===== src/common/rptc_pkg.sv =====
// Constants, register map and state type of the radio power timing block.
// Assumes an 8-bit register port and a 25 MHz system clock.
package rptc_pkg;
   // Register byte addresses
   localparam logic [15:0] ADDR_RADIO_PWR = 16'hdf17;
   localparam logic [15:0] ADDR_TIMING_HI = 16'hdf20;
   localparam logic [15:0] ADDR_TIMING_LO = 16'hdf21;
   localparam logic [15:0] ADDR_MASK_HI   = 16'hdf22;
   localparam logic [15:0] ADDR_MASK_LO   = 16'hdf23;
   // Reset values
   localparam logic [7:0] RADIO_PWR_RST = 8'h0c;
   localparam logic [7:0] TIMING_HI_RST = 8'h7a;
   localparam logic [7:0] TIMING_LO_RST = 8'h94;
   localparam logic [7:0] MASK_HI_RST   = 8'hff;
   localparam logic [7:0] MASK_LO_RST   = 8'h7f;
   // Radio power register fields
   localparam int PWR_STATUS_BIT = 4;
   localparam int PWR_REGOFF_BIT = 3;
   localparam int PWR_DELAY_MSB  = 2;
   // Timing high fields
   localparam int TH_RXCHAIN_LSB = 5;
   localparam int TH_AMPLEAD_LSB = 2;
   localparam int TH_SWHI_MSB    = 1;
   // Timing low fields
   localparam int TL_SWLO_LSB    = 6;
   localparam int TL_SWOFF_LSB   = 3;
   localparam int TL_AMPOFF_LSB  = 0;
   // Mask high fields
   localparam int MH_PEAKRST_BIT = 7;
   localparam int MH_BIAS_BIT    = 6;
   localparam int MH_EXTBIAS_BIT = 5;
   localparam int MH_BUFSEL_BIT  = 4;
   localparam int MH_PRESC_BIT   = 3;
   localparam int MH_AMPNEG_BIT  = 2;
   localparam int MH_AMPPOS_BIT  = 1;
   localparam int MH_TXCONV_BIT  = 0;
   // Mask low fields
   localparam int ML_CALOSC_BIT  = 6;
   localparam int ML_CHPUMP_BIT  = 5;
   localparam int ML_SYNTH_BIT   = 4;
   localparam int ML_RXCONV_BIT  = 3;
   localparam int ML_GAIN_BIT    = 2;
   localparam int ML_RXFILT_BIT  = 1;
   localparam int ML_FRONT_BIT   = 0;
   localparam logic [7:0] MASK_LO_USED = 8'h7f;
   // Timing
   localparam int CLK_PERIOD_NS = 40;
   localparam int TICK_NS       = 1000;
   localparam int TICK_CYCLES   = TICK_NS / CLK_PERIOD_NS;
   localparam int RX_STEP_US    = 5;
   localparam int HALF_SYMBOL_US   = 8;
   localparam int CAL_HALF_SYMBOLS = 13;
   localparam int CAL_US = CAL_HALF_SYMBOLS * HALF_SYMBOL_US;
   localparam int SEQ_W = 7;
   localparam int REG_W = 11;
   localparam logic [REG_W-1:0] REG_DELAY_US [8] = '{
      11'h000, 11'h01f, 11'h03f, 11'h07d,
      11'h0fa, 11'h1f4, 11'h3e8, 11'h7d0};
   typedef enum logic [2:0] {
      ST_IDLE, ST_CAL, ST_RXCHAIN, ST_RXON,
      ST_TXLEAD, ST_TXON, ST_TXTAIL
   } rptc_state_type;
endpackage : rptc_pkg


===== src/common/rptc_timer_if.sv =====
// Link between the sequencer and one microsecond elapsed-time counter.
// Assumes start and tick come from logic on the same clock.
`timescale 1ns/100ps
`default_nettype none
interface rptc_timer_if #(parameter int W = 7);
   logic         start;
   logic         tick;
   logic [W-1:0] elapsed;
   modport owner (output start, output tick, input elapsed);
   modport timer (input start, input tick, output elapsed);
endinterface : rptc_timer_if
`default_nettype wire


===== src/rptc_us_timer.sv =====
// Saturating counter of microsecond ticks since the last start.
// Assumes a one-cycle tick and a start that may be held as a clear.
`timescale 1ns/100ps
`default_nettype none
module rptc_us_timer #(
   parameter int W = 7
) (
   input wire logic   clock,
   input wire logic   nrst,
   rptc_timer_if.timer tmr
);
   // Saturation keeps a long wait from wrapping back below its limit
   always_ff @(posedge clock or negedge nrst) begin
      if (!nrst) begin
         tmr.elapsed <= '0;
      end else if (tmr.start) begin
         tmr.elapsed <= '0;
      end else if (tmr.tick && !(&tmr.elapsed)) begin
         tmr.elapsed <= tmr.elapsed + 1'b1;
      end
   end
endmodule : rptc_us_timer
`default_nettype wire


===== src/rptc_radio_power_timing.sv =====
// Power state sequencer for the analog radio section with register port.
// Assumes request inputs come from logic on the same clock.
`timescale 1ns/100ps
`default_nettype none
// Notes on behaviour
// [RL1] Read-only bit 4 follows regulator bit after the programmed delay.
// [RL2] While delayed status is 0 every analog block stays powered down.
// [RL3] Bit 3 powers regulator up at 0, down at 1; resets to 1.
// [RL4] Delay code selects 0..2000 us; resets to code 100.
// [RL5] Demodulator waits field times 5 us after receive chain start.
// [RL6] Receive chain starts only after 6.5 symbol filter calibration.
// [RL7] Amplifier powers up field microseconds before transmission.
// [RL8] Switch goes high a split 4-bit microsecond count before transmit.
// [RL9] Switch drops a 3-bit microsecond delay after the last chip.
// [RL10] Amplifier and modulator stop a 3-bit delay after last chip.
// [RL11] High mask gates prescaler, amp paths, transmit converter; both paths off.
// [RL12] High mask bit 5 selects external amplifier bias via switch.
// [RL13] High mask bit 4 selects oscillator or amplifier buffers.
// [RL14] High mask bit 7 drives active-low peak detector reset.
// [RL15] Low mask bits 6..0 gate seven receive and synth blocks.
// [RL16] Each mask bit except high mask bit 6, which gates nothing, ANDs its control; 0 forces it low.
// [RL17] All waits count one shared microsecond tick from their event.
module rptc_radio_power_timing
   import rptc_pkg::*;
#(
   parameter int unsigned TickCycles = TICK_CYCLES
) (
   input  wire logic        clock,
   input  wire logic        nrst,
   input  wire logic [15:0] addr,
   input  wire logic [7:0]  wrData,
   input  wire logic        wrEn,
   input  wire logic        rdEn,
   output logic      [7:0]  rdData,
   input  wire logic        rxRequest,
   input  wire logic        txRequest,
   input  wire logic        lastChipSent,
   output logic             regulatorOff,
   output logic             radioAnalogOnDelayed,
   output logic             demodEnable,
   output logic             modulatorEnable,
   output logic             ampExternalBiasSelect,
   output logic             ampBufferSelect,
   output logic             gainAmpPeakRstN,
   output logic             globalBiasOff,
   output logic             prescalerOff,
   output logic             ampNegOff,
   output logic             ampPosOff,
   output logic             upMixerOff,
   output logic             txConverterOff,
   output logic             rxFilterCalOscOff,
   output logic             chargePumpOff,
   output logic             synthOff,
   output logic             rxConverterOff,
   output logic             gainAmpOff,
   output logic             rxFilterOff,
   output logic             frontEndOff
);
   localparam logic [15:0] TickLast = 16'(TickCycles - 1);

   logic [7:0]       pwr_q;
   logic [7:0]       timHi_q;
   logic [7:0]       timLo_q;
   logic [7:0]       maskHi_q;
   logic [7:0]       maskLo_q;
   logic             status_q;
   logic [15:0]      tickCnt_q;
   logic             tick_q;
   rptc_state_type   state_q;
   rptc_state_type   state_d;
   logic [2:0]       regDelayCode;
   logic [2:0]       rxChainTime;
   logic [2:0]       ampLeadTime;
   logic [3:0]       switchLeadTime;
   logic [2:0]       swOffTime;
   logic [2:0]       ampOffTime;
   logic [3:0]       leadTotal;
   logic [SEQ_W-1:0] seqElapsed;
   logic             ampCtl;
   logic             swCtl;
   logic             modCtl;
   logic             rxPath;
   logic             busy;

   rptc_timer_if #(.W(REG_W)) regTmr ();
   rptc_timer_if #(.W(SEQ_W)) seqTmr ();

   rptc_us_timer #(.W(REG_W)) uRegTimer (
      .clock (clock),
      .nrst  (nrst),
      .tmr   (regTmr.timer)
   );
   rptc_us_timer #(.W(SEQ_W)) uSeqTimer (
      .clock (clock),
      .nrst  (nrst),
      .tmr   (seqTmr.timer)
   );

   assign regDelayCode   = pwr_q[PWR_DELAY_MSB:0];
   assign rxChainTime    = timHi_q[TH_RXCHAIN_LSB+:3];
   assign ampLeadTime    = timHi_q[TH_AMPLEAD_LSB+:3];
   assign switchLeadTime = {timHi_q[TH_SWHI_MSB:0], timLo_q[TL_SWLO_LSB+:2]}; // RL8
   assign swOffTime      = timLo_q[TL_SWOFF_LSB+:3];
   assign ampOffTime     = timLo_q[TL_AMPOFF_LSB+:3];
   assign regulatorOff   = pwr_q[PWR_REGOFF_BIT];
   assign radioAnalogOnDelayed = status_q;
   assign seqElapsed     = seqTmr.elapsed;

   // Register writes
   always_ff @(posedge clock or negedge nrst) begin
      if (!nrst) begin
         pwr_q    <= RADIO_PWR_RST; // RL3 RL4
         timHi_q  <= TIMING_HI_RST;
         timLo_q  <= TIMING_LO_RST;
         maskHi_q <= MASK_HI_RST;
         maskLo_q <= MASK_LO_RST; // RL15
      end else if (wrEn) begin
         case (addr)
            ADDR_RADIO_PWR: pwr_q    <= {4'h0, wrData[3:0]};
            ADDR_TIMING_HI: timHi_q  <= wrData;
            ADDR_TIMING_LO: timLo_q  <= wrData;
            ADDR_MASK_HI:   maskHi_q <= wrData;
            ADDR_MASK_LO:   maskLo_q <= wrData & MASK_LO_USED;
            default:        ;
         endcase
      end
   end

   // Read data stands for the one cycle after the strobe only
   always_ff @(posedge clock or negedge nrst) begin
      if (!nrst) begin
         rdData <= 8'h00;
      end else if (!rdEn) begin
         rdData <= 8'h00;
      end else begin
         case (addr)
            ADDR_RADIO_PWR: rdData <= {3'h0, status_q, pwr_q[3:0]}; // RL1
            ADDR_TIMING_HI: rdData <= timHi_q;
            ADDR_TIMING_LO: rdData <= timLo_q;
            ADDR_MASK_HI:   rdData <= maskHi_q;
            ADDR_MASK_LO:   rdData <= maskLo_q;
            default:        rdData <= 8'h00;
         endcase
      end
   end

   // One microsecond tick shared by every wait
   always_ff @(posedge clock or negedge nrst) begin
      if (!nrst) begin
         tickCnt_q <= 16'h0000;
         tick_q    <= 1'b0;
      end else if (tickCnt_q >= TickLast) begin
         tickCnt_q <= 16'h0000; // RL17
         tick_q    <= 1'b1;
      end else begin
         tickCnt_q <= tickCnt_q + 16'h0001;
         tick_q    <= 1'b0;
      end
   end

   // Regulator timer is held clear while the regulator is off
   assign regTmr.tick  = tick_q;
   assign regTmr.start = pwr_q[PWR_REGOFF_BIT]; // RL17

   always_ff @(posedge clock or negedge nrst) begin
      if (!nrst) begin
         status_q <= 1'b0;
      end else begin
         status_q <= !pwr_q[PWR_REGOFF_BIT] &&
            regTmr.elapsed >= REG_DELAY_US[regDelayCode]; // RL1 RL4
      end
   end

   // Transmit lead: the longer lead starts at once, the shorter one later
   assign leadTotal = (switchLeadTime > {1'b0, ampLeadTime}) ?
                      switchLeadTime : {1'b0, ampLeadTime};
   assign busy   = state_q != ST_IDLE;
   assign rxPath = state_q == ST_RXCHAIN || state_q == ST_RXON;

   always_comb begin
      state_d = state_q;
      case (state_q)
         ST_IDLE: begin
            if (status_q && txRequest) begin
               state_d = ST_TXLEAD;
            end else if (status_q && rxRequest) begin
               state_d = ST_CAL; // RL6
            end
         end
         ST_CAL: begin
            if (txRequest) begin
               state_d = ST_TXLEAD;
            end else if (!rxRequest) begin
               state_d = ST_IDLE;
            end else if (seqElapsed >= SEQ_W'(CAL_US)) begin
               state_d = ST_RXCHAIN; // RL6
            end
         end
         ST_RXCHAIN: begin
            if (txRequest) begin
               state_d = ST_TXLEAD;
            end else if (!rxRequest) begin
               state_d = ST_IDLE;
            end else if (seqElapsed >=
                         SEQ_W'(rxChainTime * RX_STEP_US)) begin
               state_d = ST_RXON; // RL5
            end
         end
         ST_RXON: begin
            if (txRequest) begin
               state_d = ST_TXLEAD;
            end else if (!rxRequest) begin
               state_d = ST_IDLE;
            end
         end
         ST_TXLEAD: begin
            if (seqElapsed >= SEQ_W'(leadTotal)) begin
               state_d = ST_TXON; // RL7 RL8
            end
         end
         ST_TXON: begin
            if (lastChipSent) begin
               state_d = ST_TXTAIL;
            end
         end
         ST_TXTAIL: begin
            if (seqElapsed >= SEQ_W'(swOffTime) &&
                seqElapsed >= SEQ_W'(ampOffTime)) begin
               state_d = ST_IDLE;
            end
         end
         default: state_d = ST_IDLE;
      endcase
      // Losing the regulator aborts any sequence
      if (!status_q) begin
         state_d = ST_IDLE;
      end
   end

   always_ff @(posedge clock or negedge nrst) begin
      if (!nrst) begin
         state_q <= ST_IDLE;
      end else begin
         state_q <= state_d;
      end
   end

   // Each wait restarts on the edge that enters its state
   assign seqTmr.tick  = tick_q;
   assign seqTmr.start = state_d != state_q; // RL17

   always_comb begin
      ampCtl = 1'b0;
      swCtl  = 1'b0;
      modCtl = 1'b0;
      case (state_q)
         ST_TXLEAD: begin
            ampCtl = seqElapsed >= SEQ_W'(leadTotal - {1'b0, ampLeadTime}); // RL7
            swCtl  = seqElapsed >= SEQ_W'(leadTotal - switchLeadTime); // RL8
         end
         ST_TXON: begin
            ampCtl = 1'b1;
            swCtl  = 1'b1;
            modCtl = 1'b1;
         end
         ST_TXTAIL: begin
            swCtl  = seqElapsed < SEQ_W'(swOffTime); // RL9
            ampCtl = seqElapsed < SEQ_W'(ampOffTime); // RL10
            modCtl = seqElapsed < SEQ_W'(ampOffTime); // RL10
         end
         default: ;
      endcase
   end

   // Outputs: power-downs forced high until the delayed status rises
   always_ff @(posedge clock or negedge nrst) begin
      if (!nrst) begin
         demodEnable           <= 1'b0;
         modulatorEnable       <= 1'b0;
         ampExternalBiasSelect <= 1'b0;
         ampBufferSelect       <= 1'b0;
         gainAmpPeakRstN       <= 1'b0;
         globalBiasOff         <= 1'b1;
         prescalerOff          <= 1'b1;
         ampNegOff             <= 1'b1;
         ampPosOff             <= 1'b1;
         upMixerOff            <= 1'b1;
         txConverterOff        <= 1'b1;
         rxFilterCalOscOff     <= 1'b1;
         chargePumpOff         <= 1'b1;
         synthOff              <= 1'b1;
         rxConverterOff        <= 1'b1;
         gainAmpOff            <= 1'b1;
         rxFilterOff           <= 1'b1;
         frontEndOff           <= 1'b1;
      end else begin
         demodEnable     <= status_q && state_q == ST_RXON; // RL5
         modulatorEnable <= status_q && modCtl; // RL10
         ampExternalBiasSelect <= status_q && swCtl &&
            maskHi_q[MH_EXTBIAS_BIT]; // RL12 RL16
         ampBufferSelect <= status_q && (state_q >= ST_TXLEAD) &&
            maskHi_q[MH_BUFSEL_BIT]; // RL13 RL16
         gainAmpPeakRstN <= status_q && state_q == ST_RXON &&
            maskHi_q[MH_PEAKRST_BIT]; // RL14 RL16
         // Bias is needed whenever the regulator is up
         globalBiasOff  <= !status_q; // RL2
         prescalerOff   <= !status_q ||
            (!busy && maskHi_q[MH_PRESC_BIT]); // RL2 RL11 RL16
         ampNegOff      <= !status_q ||
            (!ampCtl && maskHi_q[MH_AMPNEG_BIT]); // RL11 RL16
         ampPosOff      <= !status_q ||
            (!ampCtl && maskHi_q[MH_AMPPOS_BIT]); // RL11 RL16
         upMixerOff     <= !status_q || (!ampCtl &&
            maskHi_q[MH_AMPNEG_BIT] && maskHi_q[MH_AMPPOS_BIT]); // RL11
         txConverterOff <= !status_q ||
            (!modCtl && maskHi_q[MH_TXCONV_BIT]); // RL11 RL16
         rxFilterCalOscOff <= !status_q || (state_q != ST_CAL &&
            maskLo_q[ML_CALOSC_BIT]); // RL15 RL16
         chargePumpOff  <= !status_q ||
            (!busy && maskLo_q[ML_CHPUMP_BIT]); // RL15
         synthOff       <= !status_q ||
            (!busy && maskLo_q[ML_SYNTH_BIT]); // RL15
         rxConverterOff <= !status_q ||
            (!rxPath && maskLo_q[ML_RXCONV_BIT]); // RL15
         gainAmpOff     <= !status_q ||
            (!rxPath && maskLo_q[ML_GAIN_BIT]); // RL15
         rxFilterOff    <= !status_q || (!rxPath && state_q != ST_CAL &&
            maskLo_q[ML_RXFILT_BIT]); // RL15
         frontEndOff    <= !status_q ||
            (!rxPath && maskLo_q[ML_FRONT_BIT]); // RL2 RL15 RL16
      end
   end

   // Checks
   chk_status_follow_off: assert property ( // RL1
      @(posedge clock) disable iff (!nrst)
      pwr_q[PWR_REGOFF_BIT] |=> !radioAnalogOnDelayed)
      else $error("delayed status high while regulator off");

   chk_zero_delay_up: assert property ( // RL4
      @(posedge clock) disable iff (!nrst)
      ($fell(pwr_q[PWR_REGOFF_BIT]) && regDelayCode == 3'h0 &&
       $stable(regDelayCode)) ##1 !pwr_q[PWR_REGOFF_BIT]
      |-> radioAnalogOnDelayed)
      else $error("zero delay code did not raise status at once");

   chk_status_delay_min: assert property ( // RL4
      @(posedge clock) disable iff (!nrst)
      $rose(status_q) |->
      $past(regTmr.elapsed) >= REG_DELAY_US[$past(regDelayCode)])
      else $error("status rose before the regulator delay");

   chk_all_forced_off: assert property ( // RL2
      @(posedge clock) disable iff (!nrst)
      !status_q |=> frontEndOff && synthOff && ampPosOff && ampNegOff &&
      rxFilterOff && gainAmpOff && rxConverterOff && txConverterOff &&
      !modulatorEnable && !demodEnable)
      else $error("analog block enabled while radio is off");

   chk_cal_before_rx: assert property ( // RL6
      @(posedge clock) disable iff (!nrst)
      (state_q == ST_RXCHAIN && $changed(state_q)) |->
      $past(state_q) == ST_CAL &&
      $past(seqElapsed) >= SEQ_W'(CAL_US))
      else $error("receive chain started without calibration");

   chk_demod_wait: assert property ( // RL5
      @(posedge clock) disable iff (!nrst)
      (state_q == ST_RXON && $past(state_q) == ST_RXCHAIN) |->
      $past(seqElapsed) >= SEQ_W'($past(rxChainTime) * RX_STEP_US))
      else $error("demodulator enabled too early");

   chk_mixer_both_off: assert property ( // RL11
      @(posedge clock) disable iff (!nrst)
      (status_q && maskHi_q[MH_AMPNEG_BIT] && maskHi_q[MH_AMPPOS_BIT])
      ##1 (ampNegOff && ampPosOff) |-> upMixerOff)
      else $error("up mixers on with both amplifier paths off");

   chk_mask_forces_low: assert property ( // RL16
      @(posedge clock) disable iff (!nrst)
      (status_q && !maskLo_q[ML_FRONT_BIT]) |=> !frontEndOff)
      else $error("cleared mask bit did not force control low");

   chk_amp_on_at_tx: assert property ( // RL7
      @(posedge clock) disable iff (!nrst)
      $rose(modulatorEnable) |-> !ampPosOff && !ampNegOff)
      else $error("transmit started with amplifier off");

   chk_switch_tail_off: assert property ( // RL9
      @(posedge clock) disable iff (!nrst)
      (state_q == ST_TXTAIL && seqElapsed >= SEQ_W'(swOffTime))
      |=> !ampExternalBiasSelect)
      else $error("switch still high after tail delay");

   cov_rx_reached: cover property (
      @(posedge clock) disable iff (!nrst) $rose(demodEnable));
   cov_tx_tail: cover property (
      @(posedge clock) disable iff (!nrst)
      state_q == ST_TXON ##1 state_q == ST_TXTAIL);
   cov_status_up: cover property (
      @(posedge clock) disable iff (!nrst) $rose(status_q));
endmodule : rptc_radio_power_timing
`default_nettype wire


===== config.mk =====
export PLATFORM = sky130hd
export DESIGN_NAME = rptc_radio_power_timing
export DESIGN_NICKNAME = d
export VERILOG_FILES = /design/src/common/rptc_pkg.sv /design/src/common/rptc_timer_if.sv /design/src/rptc_us_timer.sv /design/src/rptc_radio_power_timing.sv
export SDC_FILE = /design/constraint.sdc
export NUM_CORES = 1
export LEC_CHECK = 0
export BUFFER_PORTS_ARGS = -buffer_cell sky130_fd_sc_hd__buf_4
export CORE_MARGIN = 2
export CORE_UTILIZATION = 25
export CTS_BUF_LIST = sky130_fd_sc_hd__clkbuf_16
export DETAILED_ROUTE_END_ITERATION = 10
export PLACE_DENSITY = 0.37
export SETUP_SLACK_MARGIN = 0.1
export SLEW_MARGIN = 10
export SYNTH_ARGS = -nofsm -noshare
export SYNTH_HDL_FRONTEND = slang
export SYNTH_SLANG_ARGS = --single-unit

===== constraint.sdc =====
create_clock -name clock -period 11.4 [get_ports clock]
set_input_delay 2.28 -clock clock [delete_from_list [all_inputs] [get_ports clock]]
set_output_delay 2.28 -clock clock [all_outputs]
set_load 0.1 [all_outputs]

Yosys cells after proc, flatten, opt, wreduce, memory -nomap -nowiden. Memories as Yosys holds them, arrays and structs flattened. Index checks and enable logic that the tools add are counted.

Input port bits: 31. Memories kept: 1. Flip-flop bits (word level): 100. Memory bits (read-only): 88.

Memories: (no name shown) (depth 8, width 11, read ports 1, clocked after memory_dff 0, write ports 0, line rptc_radio_power_timing.sv:170) `regTmr.elapsed >= REG_DELAY_US[regDelayCode];`.

Add/subtract/negate cells: 5. Mux-type cells: 29. Bitwise logic cells: 1. Reduce and logical (&&, ||, !) cells: 58. Multipliers: 1. Equal/unequal tests: 13. Magnitude comparators: 14.

Operators with widths (number): $eq 16x16->1 const B (5); $mux 11 (4); $mux 3 (14); $pmux 8 s5 (1); $logic_and 1x1->1 (26); $pmux 3 s7 (1); $add 16x1->16 const B (1); $ge 16x5->1 const B (1); $mux 16 (1); $ge 7x3->1 (2); $ge 7x7->1 (2); $lt 7x3->1 (2); $mux 7 (2); $logic_or 1x1->1 (13); $add 11x1->11 const B (1); $ge 11x11->1 (1); $reduce_and 11->1 (1); $reduce_and 2->1 (5); $eq 3x3->1 const B (3); $logic_not 1->1 (8); $mux 8 (1); $add 7x1->7 const B (1); $ge 7x4->1 (1); $ge 7x6->1 (1); 20 further kinds (23).

Logic depth before layout (Yosys ltp).
Depth after elaboration: 9. Depth in mapped cells: 21. Mapped depth without buffers: 21.

Modules after synthesis. Synthesis repeated with hierarchy kept, for this count alone.

Cells, all modules: 536. Area total of the unflattened synthesis: 5841.9 sq um.

Modules (own cells, without submodules): rptc_radio_power_timing (instances 1, area an instance 4852.2 sq um, cells each 435); rptc_us_timer at uRegTimer (instances 1, area an instance 590.6 sq um, cells each 62); rptc_us_timer at uSeqTimer (instances 1, area an instance 399.1 sq um, cells each 39).

Worst setup path before layout. No wires, ideal clock.

Path type: input to register. From: input port addr[3]. To: register timHi_q[2]. Required time: 11.275 ns. Stages on the path: 6. Path slack: 7.015 ns. Buffers on the path: 0. Arrival time: 4.260 ns. Cells stage by stage: or4b_1 or4_4 nor4b_4 nand2_2 nor3_4 mux2_2.

Cells in the longest elaborated chain, start to end: 2.

RTL lines: start: declaration (line rptc_radio_power_timing.sv:30) `input wire logic [15:0] addr,`; $eq 16x16->1 (line rptc_radio_power_timing.sv:118) `case (addr)`; $reduce_and 2->1 (no line); end signal: assignment (line rptc_radio_power_timing.sv:120) `ADDR_TIMING_HI: timHi_q <= wrData;`; end: declaration (line rptc_radio_power_timing.sv:62) `logic [7:0] timHi_q;`.

Every way passes these cells. A chain may end at the register's enable or synchronous reset.

Worst setup path after layout.
From: input port addr[3]. To: register timHi_q[7].

Same word-level chain as after synthesis.

==> results.md <==
- Status: complete, no violations
- Crit. End Element: flop
- Number of hold violations in the final report: 0
- Max frequency: slightly above 200 MHz
- Routed wire length: approximately 15 mm
- Lkg Pwr: 0.00316 uW
- CTS Sinks: 100
- Hold Path Class: reg2reg
- Die height: around 160 um
- Largest net degree at the start of global routing: 70
- # setup viols final: 0
- Global-route wire length before repair: 23.5 mm
- Worst IR Drop VDD: 0.000116 V
- Max-cap violations: 0
- Die Span X: 155 um
- Initial core utilization: 25.4%
- Hold Crit Depth: 2
- Antenna Cells: 0
- RSZ-0062 raised after global routing: false
- HP Start: maskLo_q[3]$_DFFE_PN1P_
- CTS tree: done
- H-tree Lvls: 3
- Worst skew pair latency: 0.35 ns
- I/O pin count: 59
- Synth unique cells: 58
- Worst-path clk slew: 0.07 ns
- Synth area leaders: dfrtp_1 (27%), dfstp_2 (17%), ha_1 (13%)
- Postcts setup bufs: 0
- DRT iter0 DRCs: 182
- Hold Buf Count CTS: 0
- Main synth FF type: dfrtp_1
- Initial antenna violation count: 0
- Largest area contributor in the netlist: dfrtp_1
- Synth Cell Area: 5730 um2
- Worst Path Class, Setup: in2reg
- Slack of the worst reg-to-reg path: 6.94 ns
- Worst r2r dst: upMixerOff$_DFF_PN1_
- Total GRT Usage: between 10% and 20%
- Pwr dens: 179 nW/um2
- Register area share after synthesis: 44.5%
- Hold WS: roughly 0.47 ns
- Hold EP: rxConverterOff$_DFF_PN1_
- Number of synthesized flops with an enable pin: 0
- Tmin final: 4.89 ns
- Yosys reg bits: 100
- Max incr delay on CP: 0.68 ns
- Routed length per placed instance: between 15 and 20 um
- Core Box Area: 22600 um2
- Most Crowded Layer GR: met2
- Setup Skew: ~0.0083 ns
- Post-route DRC: 0
- Setup TNS: 0 ns
- GR Util met2: 20.6%
- Root buf cell: clkbuf_16
- Worst Path Max Fanout: 13
- Nets: slightly below 700
- GR Overflow Total: 0
- Reg2reg start: timHi_q[3]$_DFFE_PN1P_
- Port bufs: 58
- Antenna-violating nets left: 0
- Cell row count: 55
- Cts bufs inserted: 9
- Post-synth ARST share: 100%
- FF-to-FF path depth: 18
- Cells along the critical path: buf_4, or4b_1, or4_4, nor4b_4, nand2_2, nor3_4, mux2_2
- Pre-antenna DRT Iters: 4
- Gate Count Post-Synth: 530
- Worst rel slew slack: slightly below 40%
- Slew @ Worst Pin: around 0.9 ns
- Syn. warnings: 0
- Vias: 4077
- Met3 usage: 2.40%
- Final Max Tran Viols: 0
- Mean post-synth cell area: 10.8 um2
- CP startpoint kind: input port
- Longest Clk Path Bufs: 2
- Die area: 24200 um2
- Vias in the first global route: ~4200
- Slowest cell on the critical path: nor4b_4
- Via-per-instance ratio: 4.59
- Crit share post-route: 42.9%
- WP data arrival: 5.12 ns
- Final HPWL DP: around 11 mm
- Synthesis-to-layout area growth: 18.9%
- Grt met1 use: 17.2%
- Req. time, crit path: roughly 12 ns
- Layout cell share with drive strength beyond 1: 26.2%
- Post-synth top area share: 27.1%
- CTS resizes: 0
- GPL Wtd Cong: 0.783
==> registers in the layout, summed over array words and instances (netlist names), 3 cells and up <==
register,count
timHi_q,8
uSeqTimer.tmr.elapsed,7
pwr_q,4
rdData,8
uRegTimer.tmr.elapsed,11
timLo_q,8
maskLo_q,7
state_q,3
tickCnt_q,16
maskHi_q,8
==> cell usage in the layout, fill, tap and decap left out, types with 3 or more instances in the layout <==
cell and instances:
nor3_1 11, buf_4 60, nand3_1 9, inv_1 44, xnor2_1 4, or3_1 3
nor4_1 3, a21o_1 5, mux2_2 30, a211oi_1 7, mux2i_1 5, dfrtp_1 62
ha_1 61, clkbuf_16 10, nand4_1 7, a41oi_1 3, nand2_1 46, o21a_1 6
nand2b_1 6, o21ai_0 28, nor2b_1 13, a22oi_1 5, o2111ai_1 3, a31oi_1 3
xor2_1 11, and3_1 6, nor2_1 36, dfstp_2 38, a21oi_1 20, and2_1 5
conb_1 11, mux4_2 7
==> layout make-up <==
class                           instances  area (um2)
Clock buffer                           10         250
Clock inverter                          6        60.1
Fill cell                            2331       15800
Inverter                               43         161
Multi-Input combinational cell        385        2990
Sequential cell                       100        2550
Tap cell                              285         357
Timing Repair Buffer                   60         450
==> report_power, final <==
| group | internal, uW | switching [uW] |
|---|---|---|
| registers | 416 | 48.1 |
| logic | 119 | 315 |
| clock network | 183 | 140 |
| total | 718 | 502 |
==> cells in the mapped netlist, types with 2 or more instances <==
cell	instances
nand3_1	9
o21a_1	6
mux2i_1	5
a211oi_1	7
buf_6	2
nor4_1	3
a221oi_1	2
a21o_1	5
o21ai_0	28
a21oi_1	20
or3_1	3
a31oi_1	3
nand2_1	46
dfrtp_1	62
o311ai_0	2
a22oi_1	5
xor2_1	11
inv_1	43
a41oi_1	3
nand4_1	7
nor2b_1	13
dfstp_2	38
and3_1	6
a211o_1	2
mux2_2	30
nor2_1	36
nand4b_1	2
clkbuf_1	8
o211a_1	2
nand2b_1	6
xnor2_1	4
a41o_1	2
and2_1	5
fa_1	2
mux4_2	7
nor3_1	11
ha_1	61
o2111ai_1	3
==> how the worst max path moves through the flow <==
| stage | cells after the start | from | slack [ns] | to |
|---|---|---|---|---|
| 3_3_place_gp | 7 | addr[3] | 6.20 | timHi_q[7]$_DFFE_PN0P_ |
| 2_1_floorplan | 6 | addr[3] | 7.02 | timHi_q[2]$_DFFE_PN0P_ |
| 4_1_cts | 7 | addr[3] | 6.51 | timHi_q[7]$_DFFE_PN0P_ |
| 6_report | 7 | addr[3] | 6.51 | timHi_q[7]$_DFFE_PN0P_ |
| 5_1_grt | 7 | addr[3] | 6.37 | timHi_q[7]$_DFFE_PN0P_ |
| 3_5_place_dp | 7 | addr[3] | 6.14 | timHi_q[2]$_DFFE_PN0P_ |
==> logic make-up (layout without fill, tap and decap cells) <==
| logic type | Yosys count | count (layout) | share of synthesized area, % |
|---|---|---|---|
| compound gates | 95 | 95 | 10.8 |
| xor+xnor | 15 | 15 | 2.29 |
| fa+ha+maj | 63 | 63 | 14.0 |
| buf+inv | 55 | 119 | 4.06 |
| flops | 100 | 100 | 44.5 |
| mux | 43 | 43 | 9.78 |
| other cells | 1 | 11 | 0.0654 |
| simple gates | 158 | 158 | 14.5 |
==> metal layers <==
metal	part of all wire [%]	wire (um)	vias up
met4	0.85	124	0
li1	-	-	2015
met1	48	6980	2007
met3	3.2	468	7
met5	0	0	-
met2	48	7050	48
==> worst max-delay path: cells and delay by family <==
kind | cells | cell delay (ns)
AND/OR/NAND/NOR | 5 | 2.34
multiplexers | 1 | 0.39
buffers and inverters | 1 | 0.10
==> through the flow <==
stage | utilization, % | setup slack [ns] | cells | total power [uW] | cell area (um2)
floorplan | - | 7.02 | 540 | 797 | 5770
global placement | 28.8 | 6.20 | 873 | 905 | 6500
detailed placement | 28.8 | 6.14 | 873 | 910 | 6500
CTS | 30.2 | 6.51 | 889 | 1240 | 6820
global route | 30.2 | 6.37 | 889 | 1290 | 6820
finish | 30.2 | 6.51 | 889 | 1220 | 6820
No activity file was read; power rests on OpenSTA's default activity.
